### src/include/pixel_resample_consts.vh
`ifndef PIXEL_RESAMPLE_CONSTS_VH
`define PIXEL_RESAMPLE_CONSTS_VH

// Register byte addresses
`define ADDR_W           8
`define ADDR_SETUP1      8'h00
`define ADDR_SETUP2      8'h04
`define ADDR_WIN_X       8'h08
`define ADDR_WIN_Y       8'h0c
`define ADDR_STATUS      8'h10

// First setup register fields
`define S1_HALF_WIDTH    0
`define S1_HALF_HEIGHT   1
`define S1_CLOCK_RATIO   2
`define S1_SMOOTHING     3
`define S1_EXPAND        4
`define S1_W             5
`define S1_RESET         5'h00

// Second setup register fields
`define S2_STUDIO        0
`define S2_TWOS          1
`define S2_CHROMA        2
`define S2_FMT_LO        4
`define S2_FMT_HI        6
`define S2_W             7
`define S2_RESET         7'h04

// Window fields: start in low half, inclusive end in high half
`define WIN_RESET        32'hffff_0000

// Image formats
`define FMT_422          3'h0
`define FMT_411_ROW      3'h1
`define FMT_411_BLK      3'h2
`define FMT_444          3'h3
`define FMT_4444         3'h4
`define FMT_400          3'h5

// Studio range limits, chroma held in offset binary
`define LUMA_MIN         8'h10
`define LUMA_MAX         8'heb
`define CHROMA_MAX       8'hf0
`define SIGN_FLIP        8'h80

`define RESP_OKAY        2'b00
`define RESP_SLVERR      2'b10

`endif

### src/rtl/pixel_resample_format_path.v
// Added by the designer: register access over AXI4-Lite and the register addresses.
`timescale 1ns/1ps
`include "pixel_resample_consts.vh"
// Operation
// - Studio range clamps luma and chroma results
// - Chroma offset binary or two's complement
// - Count only pixel-enabled cycles
// - Setup bits select half sizes, ratio
// - Row-quad and mono smooth luma only
// - Block-quad format stays full size
// - Smoothing only when enable bit set
// - Three-tap compress, average expand, edge copy
// - Drop alternate lines, duplicate on expansion
// - Decimate window pixels before strip write
// - Interpolate after fetch, refetch each line once
// - Expansion window in interpolated coordinates
// - Codec side runs at system rate
// - Ratio bit applies only half-width
// - Strip access half rate, ratio status
// - Pixel side freezes, codec side runs
module pixel_resample_format_path
(
  input  wire                 aclk,
  input  wire                 aresetn,
  input  wire [`ADDR_W-1:0]   s_axi_awaddr,
  input  wire                 s_axi_awvalid,
  output reg                  s_axi_awready,
  input  wire [31:0]          s_axi_wdata,
  input  wire [3:0]           s_axi_wstrb,
  input  wire                 s_axi_wvalid,
  output reg                  s_axi_wready,
  output reg  [1:0]           s_axi_bresp,
  output reg                  s_axi_bvalid,
  input  wire                 s_axi_bready,
  input  wire [`ADDR_W-1:0]   s_axi_araddr,
  input  wire                 s_axi_arvalid,
  output reg                  s_axi_arready,
  output reg  [31:0]          s_axi_rdata,
  output reg  [1:0]           s_axi_rresp,
  output reg                  s_axi_rvalid,
  input  wire                 s_axi_rready,
  input  wire                 pixel_clock,
  input  wire                 line_sync_in,
  input  wire                 frame_sync_in,
  input  wire                 pixel_gate_n,
  input  wire [23:0]          pixel_in,
  output reg                  strip_wr_valid,
  output reg  [23:0]          strip_wr_data,
  input  wire                 exp_valid,
  input  wire                 exp_last,
  input  wire [23:0]          exp_data,
  output reg                  exp_ready,
  output reg                  line_refetch,
  output reg                  pix_out_valid,
  output reg  [23:0]          pix_out_data,
  output reg                  pixel_rate_full
);
  localparam ST_IDLE   = 3'h0;
  localparam ST_INTERP = 3'h1;
  localparam ST_INT_LS = 3'h2;
  localparam ST_TAIL   = 3'h3;
  localparam ST_COPY   = 3'h4;

  reg  [`S1_W-1:0] setup1_reg;
  reg  [`S2_W-1:0] setup2_reg;
  reg  [31:0]      win_x_reg;
  reg  [31:0]      win_y_reg;
  reg  [`ADDR_W-1:0] awaddr_reg;
  reg  [31:0]      wdata_reg;
  reg              aw_held_reg;
  reg              w_held_reg;
  reg  [2:0]       pclk_sync_reg;
  reg  [1:0]       lsync_sync_reg;
  reg  [1:0]       fsync_sync_reg;
  reg  [1:0]       gate_sync_reg;
  reg  [23:0]      pix_s1_reg;
  reg  [23:0]      pix_s2_reg;
  reg              lsync_last_reg;
  reg  [15:0]      x_reg;
  reg  [15:0]      y_reg;
  reg              parity_reg;
  reg              line_hit_reg;
  reg  [23:0]      prev_reg;
  reg  [23:0]      cur_reg;
  reg              cur_valid_reg;
  reg              cur_even_reg;
  reg              pend_valid_reg;
  reg  [23:0]      pend_data_reg;
  reg              strip_phase_reg;
  reg  [2:0]       exp_state_reg;
  reg  [23:0]      hold_reg;
  reg              hold_valid_reg;
  reg  [23:0]      ia_reg;
  reg  [23:0]      ib_reg;
  reg  [15:0]      ex_reg;
  reg  [15:0]      ey_reg;
  reg              exp_parity_reg;

  wire [`ADDR_W-1:0] wr_addr = s_axi_awvalid && !aw_held_reg ? s_axi_awaddr : awaddr_reg;
  wire [31:0]      wr_data = s_axi_wvalid && !w_held_reg ? s_axi_wdata : wdata_reg;
  wire             aw_ok   = aw_held_reg || (s_axi_awvalid && s_axi_awready);
  wire             w_ok    = w_held_reg || (s_axi_wvalid && s_axi_wready);
  wire             wr_go   = aw_ok && w_ok && !s_axi_bvalid;
  wire [2:0]       fmt     = setup2_reg[`S2_FMT_HI:`S2_FMT_LO];
  wire             blk_quad = (fmt == `FMT_411_BLK);
  wire             luma_only = (fmt == `FMT_411_ROW) || (fmt == `FMT_400);
  wire             half_w  = setup1_reg[`S1_HALF_WIDTH] && !blk_quad;
  wire             half_h  = setup1_reg[`S1_HALF_HEIGHT] && !blk_quad;
  wire             expand  = setup1_reg[`S1_EXPAND];
  wire             smooth  = setup1_reg[`S1_SMOOTHING] && half_w;
  // Pixel side only advances on enabled pixel clock edges; codec side is free running
  wire             eff     = pclk_sync_reg[1] && !pclk_sync_reg[2] && !gate_sync_reg[1];
  wire             lsync   = lsync_sync_reg[1];
  wire             fsync   = fsync_sync_reg[1];
  wire             line_fall = eff && lsync_last_reg && !lsync;
  wire             y_in    = (y_reg >= win_y_reg[15:0]) && (y_reg <= win_y_reg[31:16]);
  wire             x_in    = (x_reg >= win_x_reg[15:0]) && (x_reg <= win_x_reg[31:16]);
  wire             kept    = !half_h || !parity_reg;
  wire             take    = eff && fsync && lsync && x_in && y_in && kept && !expand;
  wire             flush   = !expand && cur_valid_reg && (line_fall || (eff && lsync && !x_in));
  wire [23:0]      tap_next = take ? pix_s2_reg : cur_reg;
  wire [23:0]      cmp_out;
  wire [23:0]      exp_out;

  genvar gi;
  generate
    for (gi = 0; gi < 3; gi = gi + 1)
    begin : comp
      // Chroma of luma-only formats passes unfiltered
      wire filt = smooth && (gi == 2 || !luma_only);
      smoothing_tap cmp_tap
      (
        .prev    (prev_reg[gi*8 +: 8]),
        .cur     (cur_reg[gi*8 +: 8]),
        .next    (tap_next[gi*8 +: 8]),
        .filt_en (filt),
        .expand  (1'b0),
        .result  (cmp_out[gi*8 +: 8])
      );
      smoothing_tap exp_tap
      (
        .prev    (ia_reg[gi*8 +: 8]),
        .cur     (ia_reg[gi*8 +: 8]),
        .next    (ib_reg[gi*8 +: 8]),
        .filt_en (filt),
        .expand  (1'b1),
        .result  (exp_out[gi*8 +: 8])
      );
    end
  endgenerate

  function [7:0] limit;
    input [7:0] v;
    input       chroma;
    input       studio;
    input       twos;
    reg   [7:0] c;
    begin
      c = v;
      if (studio && v < `LUMA_MIN)
        c = `LUMA_MIN;
      else if (studio && !chroma && v > `LUMA_MAX)
        c = `LUMA_MAX;
      else if (studio && chroma && v > `CHROMA_MAX)
        c = `CHROMA_MAX;
      limit = (chroma && twos) ? c ^ `SIGN_FLIP : c;
    end
  endfunction

  function [23:0] limit_px;
    input [23:0] p;
    input [`S2_W-1:0] s2;
    begin
      limit_px[7:0]   = limit(p[7:0], s2[`S2_CHROMA], s2[`S2_STUDIO], s2[`S2_TWOS]);
      limit_px[15:8]  = limit(p[15:8], s2[`S2_CHROMA], s2[`S2_STUDIO], s2[`S2_TWOS]);
      limit_px[23:16] = limit(p[23:16], 1'b0, s2[`S2_STUDIO], s2[`S2_TWOS]);
    end
  endfunction

  // Register bus
  always @(posedge aclk)
  begin
    if (!aresetn)
    begin
      s_axi_awready <= 1'b0;
      s_axi_wready  <= 1'b0;
      s_axi_bvalid  <= 1'b0;
      s_axi_bresp   <= `RESP_OKAY;
      s_axi_arready <= 1'b0;
      s_axi_rvalid  <= 1'b0;
      s_axi_rresp   <= `RESP_OKAY;
      s_axi_rdata   <= 32'h0000_0000;
      aw_held_reg   <= 1'b0;
      w_held_reg    <= 1'b0;
      awaddr_reg    <= 8'h00;
      wdata_reg     <= 32'h0000_0000;
      setup1_reg    <= `S1_RESET;
      setup2_reg    <= `S2_RESET;
      win_x_reg     <= `WIN_RESET;
      win_y_reg     <= `WIN_RESET;
    end
    else
    begin
      s_axi_awready <= !aw_held_reg && !s_axi_awready && !wr_go;
      s_axi_wready  <= !w_held_reg && !s_axi_wready && !wr_go;
      if (s_axi_awvalid && s_axi_awready && !wr_go)
      begin
        aw_held_reg <= 1'b1;
        awaddr_reg  <= s_axi_awaddr;
      end
      if (s_axi_wvalid && s_axi_wready && !wr_go)
      begin
        w_held_reg <= 1'b1;
        wdata_reg  <= s_axi_wdata;
      end
      if (wr_go)
      begin
        aw_held_reg   <= 1'b0;
        w_held_reg    <= 1'b0;
        s_axi_awready <= 1'b0;
        s_axi_wready  <= 1'b0;
        s_axi_bvalid  <= 1'b1;
        s_axi_bresp   <= `RESP_OKAY;
        case (wr_addr)
          `ADDR_SETUP1: setup1_reg <= wr_data[`S1_W-1:0];
          `ADDR_SETUP2: setup2_reg <= wr_data[`S2_W-1:0];
          `ADDR_WIN_X:  win_x_reg  <= wr_data;
          `ADDR_WIN_Y:  win_y_reg  <= wr_data;
          `ADDR_STATUS: s_axi_bresp <= `RESP_OKAY;
          default:      s_axi_bresp <= `RESP_SLVERR;
        endcase
      end
      else if (s_axi_bvalid && s_axi_bready)
        s_axi_bvalid <= 1'b0;
      s_axi_arready <= !s_axi_arready && !s_axi_rvalid && s_axi_arvalid;
      if (s_axi_arvalid && s_axi_arready)
      begin
        s_axi_rvalid <= 1'b1;
        s_axi_rresp  <= `RESP_OKAY;
        case (s_axi_araddr)
          `ADDR_SETUP1: s_axi_rdata <= {27'h0, setup1_reg};
          `ADDR_SETUP2: s_axi_rdata <= {25'h0, setup2_reg};
          `ADDR_WIN_X:  s_axi_rdata <= win_x_reg;
          `ADDR_WIN_Y:  s_axi_rdata <= win_y_reg;
          `ADDR_STATUS: s_axi_rdata <= {y_reg, 12'h000, exp_parity_reg, parity_reg, hold_valid_reg, pixel_rate_full};
          default:
          begin
            s_axi_rdata <= 32'h0000_0000;
            s_axi_rresp <= `RESP_SLVERR;
          end
        endcase
      end
      else if (s_axi_rvalid && s_axi_rready)
        s_axi_rvalid <= 1'b0;
    end
  end

  // Pixel pins cross in through two flops; third pclk flop only feeds edge detection
  always @(posedge aclk)
  begin
    if (!aresetn)
    begin
      pclk_sync_reg  <= 3'h0;
      lsync_sync_reg <= 2'h3;
      fsync_sync_reg <= 2'h3;
      gate_sync_reg  <= 2'h3;
      pix_s1_reg     <= 24'h000000;
      pix_s2_reg     <= 24'h000000;
    end
    else
    begin
      pclk_sync_reg  <= {pclk_sync_reg[1:0], pixel_clock};
      lsync_sync_reg <= {lsync_sync_reg[0], line_sync_in};
      fsync_sync_reg <= {fsync_sync_reg[0], frame_sync_in};
      gate_sync_reg  <= {gate_sync_reg[0], pixel_gate_n};
      pix_s1_reg     <= pixel_in;
      pix_s2_reg     <= pix_s1_reg;
    end
  end

  // Compression path; timing relies on source keeping sync low intervals
  always @(posedge aclk)
  begin
    if (!aresetn)
    begin
      lsync_last_reg  <= 1'b1;
      x_reg           <= 16'h0000;
      y_reg           <= 16'h0000;
      parity_reg      <= 1'b0;
      line_hit_reg    <= 1'b0;
      prev_reg        <= 24'h000000;
      cur_reg         <= 24'h000000;
      cur_valid_reg   <= 1'b0;
      cur_even_reg    <= 1'b0;
      pend_valid_reg  <= 1'b0;
      pend_data_reg   <= 24'h000000;
      strip_phase_reg <= 1'b0;
      strip_wr_valid  <= 1'b0;
      strip_wr_data   <= 24'h000000;
      pixel_rate_full <= 1'b0;
    end
    else
    begin
      pixel_rate_full <= half_w && setup1_reg[`S1_CLOCK_RATIO];
      strip_phase_reg <= !strip_phase_reg;
      strip_wr_valid  <= 1'b0;
      // Strip buffer is only written on every other system clock
      if (pend_valid_reg && strip_phase_reg)
      begin
        strip_wr_valid <= 1'b1;
        strip_wr_data  <= limit_px(pend_data_reg, setup2_reg);
        pend_valid_reg <= 1'b0;
      end
      if (eff)
        lsync_last_reg <= lsync;
      if (eff && !fsync)
      begin
        x_reg        <= 16'h0000;
        y_reg        <= 16'h0000;
        parity_reg   <= 1'b0;
        line_hit_reg <= 1'b0;
      end
      else if (line_fall)
      begin
        x_reg        <= 16'h0000;
        y_reg        <= y_reg + 16'h0001;
        line_hit_reg <= 1'b0;
        if (line_hit_reg)
          parity_reg <= !parity_reg;
      end
      else if (eff && lsync)
      begin
        x_reg <= x_reg + 16'h0001;
        if (fsync && x_in && y_in)
          line_hit_reg <= 1'b1;
      end
      if (flush)
      begin
        cur_valid_reg <= 1'b0;
        if (cur_even_reg)
        begin
          pend_valid_reg <= 1'b1;
          pend_data_reg  <= cmp_out;
        end
      end
      else if (take && !half_w)
      begin
        pend_valid_reg <= 1'b1;
        pend_data_reg  <= pix_s2_reg;
      end
      else if (take)
      begin
        if (cur_valid_reg && cur_even_reg)
        begin
          pend_valid_reg <= 1'b1;
          pend_data_reg  <= cmp_out;
        end
        prev_reg      <= cur_valid_reg ? cur_reg : pix_s2_reg;
        cur_reg       <= pix_s2_reg;
        cur_valid_reg <= 1'b1;
        cur_even_reg  <= cur_valid_reg ? !cur_even_reg : 1'b1;
      end
    end
  end

  // Expansion path runs every system clock regardless of the pixel gate
  always @(posedge aclk)
  begin
    if (!aresetn)
    begin
      exp_state_reg  <= ST_IDLE;
      exp_ready      <= 1'b0;
      hold_reg       <= 24'h000000;
      hold_valid_reg <= 1'b0;
      ia_reg         <= 24'h000000;
      ib_reg         <= 24'h000000;
      ex_reg         <= 16'h0000;
      ey_reg         <= 16'h0000;
      exp_parity_reg <= 1'b0;
      line_refetch   <= 1'b0;
      pix_out_valid  <= 1'b0;
      pix_out_data   <= 24'h000000;
    end
    else
    begin
      line_refetch  <= 1'b0;
      pix_out_valid <= 1'b0;
      if (eff && !fsync)
      begin
        ey_reg         <= 16'h0000;
        exp_parity_reg <= 1'b0;
      end
      case (exp_state_reg)
        ST_IDLE:
        begin
          exp_ready <= expand;
          if (exp_valid && exp_ready)
          begin
            if (!half_w)
            begin
              pix_out_valid <= x_in_e(ex_reg) && y_in_e(ey_reg);
              pix_out_data  <= limit_px(exp_data, setup2_reg);
              ex_reg        <= exp_last ? 16'h0000 : ex_reg + 16'h0001;
              if (exp_last)
                end_line(1'b0);
            end
            else
            begin
              hold_reg       <= exp_data;
              hold_valid_reg <= 1'b1;
              ia_reg         <= hold_reg;
              ib_reg         <= exp_data;
              if (hold_valid_reg)
              begin
                emit(hold_reg);
                exp_state_reg <= exp_last ? ST_INT_LS : ST_INTERP;
              end
              else if (exp_last)
                exp_state_reg <= ST_TAIL;
              exp_ready <= !(hold_valid_reg || exp_last);
            end
          end
        end
        ST_INTERP:
        begin
          emit(exp_out);
          exp_state_reg <= ST_IDLE;
          exp_ready     <= 1'b1;
        end
        ST_INT_LS:
        begin
          emit(exp_out);
          exp_state_reg <= ST_TAIL;
        end
        ST_TAIL:
        begin
          emit(hold_reg);
          exp_state_reg <= ST_COPY;
        end
        ST_COPY:
        begin
          emit(hold_reg);
          hold_valid_reg <= 1'b0;
          ex_reg         <= 16'h0000;
          end_line(1'b0);
          exp_state_reg  <= ST_IDLE;
          exp_ready      <= 1'b1;
        end
        default:
          exp_state_reg <= ST_IDLE;
      endcase
    end
  end

  function x_in_e;
    input [15:0] v;
    x_in_e = (v >= win_x_reg[15:0]) && (v <= win_x_reg[31:16]);
  endfunction

  function y_in_e;
    input [15:0] v;
    y_in_e = (v >= win_y_reg[15:0]) && (v <= win_y_reg[31:16]);
  endfunction

  task emit;
    input [23:0] p;
    begin
      pix_out_valid <= x_in_e(ex_reg) && y_in_e(ey_reg);
      pix_out_data  <= limit_px(p, setup2_reg);
      ex_reg        <= ex_reg + 16'h0001;
    end
  endtask

  task end_line;
    input unused_flag;
    begin
      ey_reg <= ey_reg + 16'h0001;
      if (half_h && !exp_parity_reg)
        line_refetch <= 1'b1;
      exp_parity_reg <= half_h ? !exp_parity_reg : 1'b0;
    end
  endtask
endmodule

### src/rtl/smoothing_tap.v
`timescale 1ns/1ps
module smoothing_tap
(
  input  wire [7:0] prev,
  input  wire [7:0] cur,
  input  wire [7:0] next,
  input  wire       filt_en,
  input  wire       expand,
  output reg  [7:0] result
);
  reg [9:0] sum;
  always @*
  begin
    sum = 10'h000;
    if (!filt_en)
      result = cur;
    else if (expand)
    begin
      sum = {2'b00, prev} + {2'b00, next};
      result = sum[8:1];
    end
    else
    begin
      sum = {2'b00, prev} + {1'b0, cur, 1'b0} + {2'b00, next};
      result = sum[9:2];
    end
  end
endmodule

### config.mk
export PLATFORM = sky130hd
export DESIGN_NAME = pixel_resample_format_path
export DESIGN_NICKNAME = d
export VERILOG_FILES = /design/src/rtl/pixel_resample_format_path.v /design/src/rtl/smoothing_tap.v
export VERILOG_INCLUDE_DIRS = /design/src /design/src/include
export SDC_FILE = /design/constraint.sdc
export NUM_CORES = 1
export LEC_CHECK = 0
export BUFFER_PORTS_ARGS = -buffer_cell sky130_fd_sc_hd__buf_2
export CAP_MARGIN = 20
export CORE_AREA = 2 2 217 219
export CTS_BUF_LIST = sky130_fd_sc_hd__clkbuf_2 sky130_fd_sc_hd__clkbuf_4 sky130_fd_sc_hd__clkbuf_8
export DETAILED_ROUTE_END_ITERATION = 6
export DIE_AREA = 0 0 219 221
export PLACE_DENSITY = 0.77
export SYNTH_ARGS = -nofsm -noshare
export SYNTH_HDL_FRONTEND = slang
export SYNTH_SLANG_ARGS = --single-unit
### constraint.sdc
create_clock -name aclk -period 4.6 [get_ports aclk]
set_input_delay 1.38 -clock aclk [delete_from_list [all_inputs] [get_ports aclk]]
set_output_delay 1.38 -clock aclk [all_outputs]
set_load 0.02 [all_outputs]
==> out/results.ini, run 1 <==
[outcome]
outcome=finished, violations left
failed_checks=setup timing

[layout]
synthToLayoutAreaGrowth_pct=23.9
drive_gt1_share_pct=23.3
fin_nets=3783
seq_area_um2=9320
final_cell_area_um2=31100
fill_cells=3597
multi_input_area_um2=15700

[floorplanning]
io_pins=207
coreArea_um2=46100
dieArea_um2=48400
dieWidth_um=219
die_y_um=221
row_count=79
start_util_pct=54.5

[clock_network]
cts_tree=done
cts_root_buf=clkbuf_8
numCtsBuffers=77
clockBufferDepth=3
clk_latency_ns=0.68
htreeDepth=3
clkTransAtPathRegs_ns=0.07
cts.sinks=463

[synth]
synth_compound_area_share_pct=19.4
syn-cell-area_um2=25100
synth_cell_type_count=86
synth-edff-count=0
muxShareOfSynthArea_pct=5.31
synth_adder_area_share_pct=10.8
postSynthAreaPerCell_um2=8.18
synth_top_family_by_area=simple AND/OR/NAND/NOR gates
synth_largest_area_cell=dfxtp_1
ys_seq_elements=463
ys.flop_type=dfxtp_1
ys.warnings.count=0
synth_simple_gate_area_share_pct=20.8
async_reset_ff_share_pct=0
synth_xor_area_share_pct=2.37
netlist_instances=3072
ys_seq_area_share_pct=36.9
yosys-top-cells-area=dfxtp_1, ha_1, nand2_1, a21oi_1, mux2i_1
synth.top_cell.area_share_pct=36.9

[critical_path]
critPathLaunchType=flop
critPathRequiredTime_ns=5.19
cp_max_fo=3
r2r_end=pend_data_reg[7]
worstPathCellList=ha_4 > nand4_1 > buf_4 > nor2_1 > a221o_1 > o31a_1 > a2111oi_4 > nand2_2 > buf_6 > buf_12 > mux2i_4 > fa_1 > nor2b_2 > nand2_2 > fa_2 > nor2b_4 > o21ai_2 > a21oi_2 > o21ai_2 > a21oi_2 > o21ai_1 > a21oi_1 > mux2i_1 > a211oi_1
critical_path_class=reg2reg
cpLargestDelayFamily=compound AO/OA/AOI/OAI gates
path_buf_inv=3
r2r_setup_slack_ns=-0.44
worst_setup_path_end_kind=flop
slowest_stage=fa_1
path_depth=24
reg2reg_depth=24
slowest_delay_ns=0.45
worst_ep_arrival_time_ns=5.64
rr_startpoint=x_reg[10]

[timing]
rsz0062_at_grt=true
final.setup.worst_slack_ns=-0.445
fmax_ghz=0.198
fin_crit_ns=5.04
final_hold_viol_count=0
post-route-period-util_pct=110
finalMaxSlewViolations=0
clock_skew_ns=0.0375
setup_tns_ns=-3.65
tightest_slew_ns=1.30
hold_slack_ns=0.422
max_slew_margin_pct=12.8
finalSetupViolations=16

[global_routing]
grt_max_degree=120
grt_pass1_vias=24000
grt_usage_pct=31.9
grt_pass1_wl_um=124000
grt_remaining_overflow=0
antenna_found_initial=4

[routing]
vias=24900
viasPerCell=6.01
ant_nets=0
drtIter0Drc=2394
dr.pass1.iters=6
drc=0
wl_per_cell_um=19.6
postRouteWirelength_um=81300

[pwr]
power.leakage_nw=13.4
power_density_nw_per_um2=277
max-vdd-ir-drop_uv=280

[min_path]
hold_end=fsync_sync_reg[1]
hold_class=reg2reg
holdPathStages=1
min_from=fsync_sync_reg[0]

[flow_run]
maxCapViolCount=0

[place]
dpl_cell_area_um2=28100
dp_hpwl_um=57100
gp_congestion=0.978
portBuffers=200
pre_cts_ws_ns=-0.413

-- per-layer routing --
layer,up-vias,global-route usage (%),routed length [um]
met4,6,20.0,5330
met5,-,0,51
li1,11600,-,-
met2,1220,51.6,37400
met3,333,5.73,6530
met1,11700,39.1,31900
-- worst reg2reg max path, cell delays in order (launching register included) --
cell       delay (ns)
dfxtp_1          0.41
ha_4             0.23
nand4_1          0.12
buf_4            0.14
nor2_1           0.03
a221o_1          0.34
o31a_1           0.33
a2111oi_4        0.41
nand2_2          0.11
buf_6            0.15
buf_12           0.12
mux2i_4          0.18
fa_1             0.45
nor2b_2          0.17
nand2_2          0.09
fa_2             0.43
nor2b_4          0.14
o21ai_2          0.08
a21oi_2          0.18
o21ai_2          0.10
a21oi_2          0.16
o21ai_1          0.10
a21oi_1          0.16
mux2i_1          0.09
a211oi_1         0.24
-- report_power, final --
part	switching [mW]	internal, mW
Sequential	0.0373	4.06
Combinational	0.303	0.164
Clock	1.75	2.31
-- kinds of logic after synthesis --
logic type               after synthesis
adder cells (fa/ha/maj)              201
buffers and inverters                277
XOR/XNOR                              68
flip-flops                           463
AND/OR/NAND/NOR                     1161
multiplexers                         133
AO/OA/AOI/OAI                        768
other                                  1
-- Yosys cell counts, drive strengths merged (12+ instances only) --
master  count
dfxtp     463
nand2     445
nor2      344
a21oi     293
ha        174
o21ai     139
clkbuf    136
mux2i     132
inv       116
a211oi     72
and2       66
o211ai     63
nor3       62
nand3      59
xor2       42
a21o       40
a22oi      31
nand4      31
and3       30
fa         27
a31oi      26
xnor2      26
buf        24
nor2b      24
nand2b     23
or3        20
o21a       17
nor4       12
-- how the worst max path moves through the flow --
stage / start / endpoint / slack, ns
after floorplan: win_y_reg[21] / pend_data_reg[15] / -0.02
after global placement: win_x_reg[30] / pend_data_reg[7] / -0.25
after detailed placement: y_reg[5] / pend_data_reg[15] / -0.41
after CTS: win_y_reg[24] / pend_data_reg[23] / -0.32
after global routing: win_x_reg[27] / pend_data_reg[23] / -0.69
final: x_reg[10] / pend_data_reg[7] / -0.44
-- metrics by stage --
stage / util [%] / power, mW / instances
6_report: 67.5 / 8.63 / 4137
5_1_grt: 67.5 / 8.88 / 4135
4_1_cts: 66.0 / 8.66 / 4113
3_5_place_dp: 61.0 / 4.63 / 3950
3_3_place_gp: 61.0 / 4.62 / 3950
2_1_floorplan: - / 4.44 / 3073
-- placed cells by master (no fill, tap or decap), types with 10 or more instances in the layout --
cell type	instances
nor2_1	341
buf_2	199
a21o_1	39
or3_1	19
ha_1	143
xor2_1	42
inv_2	17
dfxtp_2	26
o211ai_1	60
xnor2_1	26
fa_1	22
mux2i_1	128
a22oi_1	31
nand2_2	17
nand2b_1	23
o21ai_0	120
clkinv_2	12
clkbuf_8	99
and3_1	29
nand2_1	428
a21oi_2	12
o21a_1	17
inv_1	97
clkbuf_4	18
o21ai_1	11
ha_4	28
dfxtp_1	432
nor2b_1	16
and2_1	64
nand3_1	55
a211oi_1	68
nor3_1	57
a31oi_1	24
nand4_1	31
a21oi_1	276
buf_4	260
buf_6	10
-- what timing repair did --
action,in CTS,in global routing
hold buffers,0,0
cloned,1,0
gates resized for setup,90,114
pin swaps,69,85
setup endpoints to repair,15,23
setup buffers,24,25
hold endpoints to repair,0,0
-- layout make-up --
class                      count  area share, %
antenna                        2         0.0161
clock buffer                 117           4.81
multi-input combinational   2334           50.3
inverter                     117           1.44
clock inverter                21          0.704
sequential                   463           30.0
timing repair buffer         476           10.3
tap                          607           2.44
Power figures use the tool's default switching activity.
==> run 2, diff against run 1 <==
--- a/config.mk
+++ b/config.mk
@@ -10,9 +10,12 @@
 export CAP_MARGIN = 20
 export CORE_AREA = 2 2 217 219
 export CTS_BUF_LIST = sky130_fd_sc_hd__clkbuf_2 sky130_fd_sc_hd__clkbuf_4 sky130_fd_sc_hd__clkbuf_8
+export CTS_CLUSTER_DIAMETER = 30
 export DETAILED_ROUTE_END_ITERATION = 6
 export DIE_AREA = 0 0 219 221
 export PLACE_DENSITY = 0.77
+export REMOVE_ABC_BUFFERS = 1
+export SKIP_LAST_GASP = 1
 export SYNTH_ARGS = -nofsm -noshare
 export SYNTH_HDL_FRONTEND = slang
 export SYNTH_SLANG_ARGS = --single-unit
==> out/results.ini, run 2 (same netlist as run 1, synthesis figures left out) <==
[timing]
final_hold_viol_count=0  ; unchanged
finalSetupViolations=12  ; -4
fmax_ghz=0.206  ; +3.8%
post-route-period-util_pct=106  ; -4.0 points
max_slew_margin_pct=28.2  ; +15 points
tightest_slew_ns=1.08  ; -0.228 ns
finalMaxSlewViolations=0  ; unchanged
fin_crit_ns=4.86  ; -0.185 ns
clock_skew_ns=0.0529  ; +0.0154 ns
final.setup.worst_slack_ns=-0.260  ; +0.185 ns
rsz0062_at_grt=true
setup_tns_ns=-2.13  ; +1.52 ns

[pwr]
max-vdd-ir-drop_uv=271  ; -2.9%
power_density_nw_per_um2=305  ; +9.8%
power.leakage_nw=13.8  ; +3.5%
design_power_total_mw=9.75  ; +13%

[outcome]
outcome=finished, violations left
failed_checks=setup timing

[critical_path]
critPathLaunchType=flop
timing.critical_path.mode_cell=nand2_2
slowest_delay_ns=0.57  ; +0.12 ns
critical_path_class=reg2reg
r2r_setup_slack_ns=-0.26  ; +0.18 ns
slowest_stage=fa_2
reg2reg_depth=23  ; -4.2%
worst_setup_path_end_kind=flop
critPathRequiredTime_ns=5.22  ; +0.03 ns
worst_ep_arrival_time_ns=5.48  ; -0.16 ns
cp-endpoint=pend_data_reg[5]
worstPathCellList=inv_1 > ha_1 > nand4_1 > nor2_2 > a2111oi_4 > o211ai_2 > a2111oi_4 > nand2_2 > buf_6 > buf_6 > nand2_2 > nand2_2 > fa_2 > inv_2 > fa_2 > nor2b_4 > o21ai_2 > a21oi_2 > o21ai_2 > and3_1 > o311ai_1 > o211ai_1 > a21oi_1
r2r_end=pend_data_reg[5]
cp-startpoint=win_y_reg[25]
rr_startpoint=win_y_reg[25]
cp_max_fo=6  ; +3

[layout]
final_common_cell=dfxtp_1
drive_gt1_share_pct=25.3  ; +2.0 points
fill_cells=3502  ; -2.6%
mostFrequentLayoutCells=dfxtp_1, nand2_1, nor2_1
fin_nets=3837  ; +1.4%
synthToLayoutAreaGrowth_pct=27.4
seq_area_um2=9320  ; about the same
multi_input_area_um2=15700  ; +0.10%

[global_routing]
grt_usage_pct=31.5  ; -0.40 points
grt_remaining_overflow=0  ; unchanged
grt_pass1_wl_um=123000  ; -0.81%
grt_pass1_vias=24100  ; +0.54%
antenna_found_initial=3  ; -1
grt_max_degree=142  ; +18%

[routing]
vias=24900  ; +0.044%
ant_nets=0  ; unchanged
postRouteWirelength_um=78700  ; -3.2%
dr.pass1.iters=6  ; unchanged
wl_per_cell_um=18.7  ; -5.0%
drc=0  ; unchanged
viasPerCell=5.89  ; -1.9%
drtIter0Drc=2336  ; -2.4%

[clock_network]
htreeDepth=3  ; unchanged
numCtsBuffers=104  ; +35%
cts_tree=done
clk_latency_ns=0.72  ; +0.04 ns
clockBufferDepth=3  ; unchanged
cts.sinks=463  ; unchanged
clkTransAtPathRegs_ns=0.06  ; about the same
cts_root_buf=clkbuf_8

[place]
portBuffers=200  ; unchanged
dp_hpwl_um=54800  ; -4.0%
gp_congestion=0.935  ; -4.3%
pre_cts_ws_ns=-0.683  ; -0.270 ns

[floorplanning]
dieWidth_um=219  ; unchanged
die_y_um=221  ; unchanged
start_util_pct=54.5  ; unchanged
row_count=79  ; unchanged
coreArea_um2=46100  ; unchanged
io_pins=207  ; unchanged
dieArea_um2=48400  ; unchanged

[flow_run]
maxCapViolCount=0  ; unchanged

[min_path]
hold_class=reg2reg

-- run 2: cell types whose count changed in the layout (fill, tap and decap cells not counted), moves of 5 or more --
cell,previous run,this run
buf_6,10,17
inv_2,17,25
inv_1,97,89
clkinv_2,12,20
clkbuf_8,99,133
buf_4,260,285
nand2_1,428,420
clkbuf_4,18,12
inv_6,1,6
-- run 2: report_power, final --
part / internal, mW / switching [mW]
logic: 0.164 / 0.287
registers: 4.07 / 0.0383
clock network: 3.17 / 2.02
-- run 2: repair_timing --
action	in CTS	in global routing
gates cloned	0	0
setup endpoints to repair	20	23
resized for setup	150	91
hold buffers	0	0
setup buffers	37	20
pin swaps	89	77
-- run 2: how the worst min path moves through the flow --
stage,startpoint,to,slack [ns],depth (start not counted)
5_1_grt,fsync_sync_reg[0],fsync_sync_reg[1],0.43,1
2_1_floorplan,fsync_sync_reg[0],fsync_sync_reg[1],0.39,1
3_5_place_dp,fsync_sync_reg[0],fsync_sync_reg[1],0.40,1
4_1_cts,fsync_sync_reg[0],fsync_sync_reg[1],0.42,1
3_3_place_gp,fsync_sync_reg[0],fsync_sync_reg[1],0.40,1
6_report,fsync_sync_reg[0],fsync_sync_reg[1],0.41,1
-- run 2: cell type report --
cell class              count  area share [%]
multi-input cells        2333            49.0
flip-flops and latches    463            29.1
repair buffers            504            10.6
clock buffers             145            6.00
well taps                 607            2.37
clock inverters            46            1.53
inverters                 117            1.40
diodes                      3          0.0235
-- run 2: through the flow --
stage	std cells	util, %	hold WS (ns)	area [um^2]
after floorplan	2913	-	0.386	24500
after global placement	3979	61.3	0.403	28200
after detailed placement	3979	61.3	0.402	28200
after CTS	4202	68.3	0.417	31500
after global routing	4216	69.5	0.429	32000
final	4218	69.5	0.411	32000
-- run 2: routing by layer --
layer	wire [um]	track usage, %	share of wire [%]
met1	31800	38.9	40
met2	37300	51.6	47
met3	5840	6.14	7.4
met4	3780	16.9	4.8
met5	9	0	0.011
-- run 2: worst max-delay path: cells and delay by family, from the launching register on --
| family | cells | cell delay [ns] |
|---|---|---|
| compound gates | 9 | 1.91 |
| flops | 1 | 0.32 |
| buf+inv | 4 | 0.40 |
| fa+ha+maj | 3 | 1.28 |
| simple gates | 7 | 0.87 |
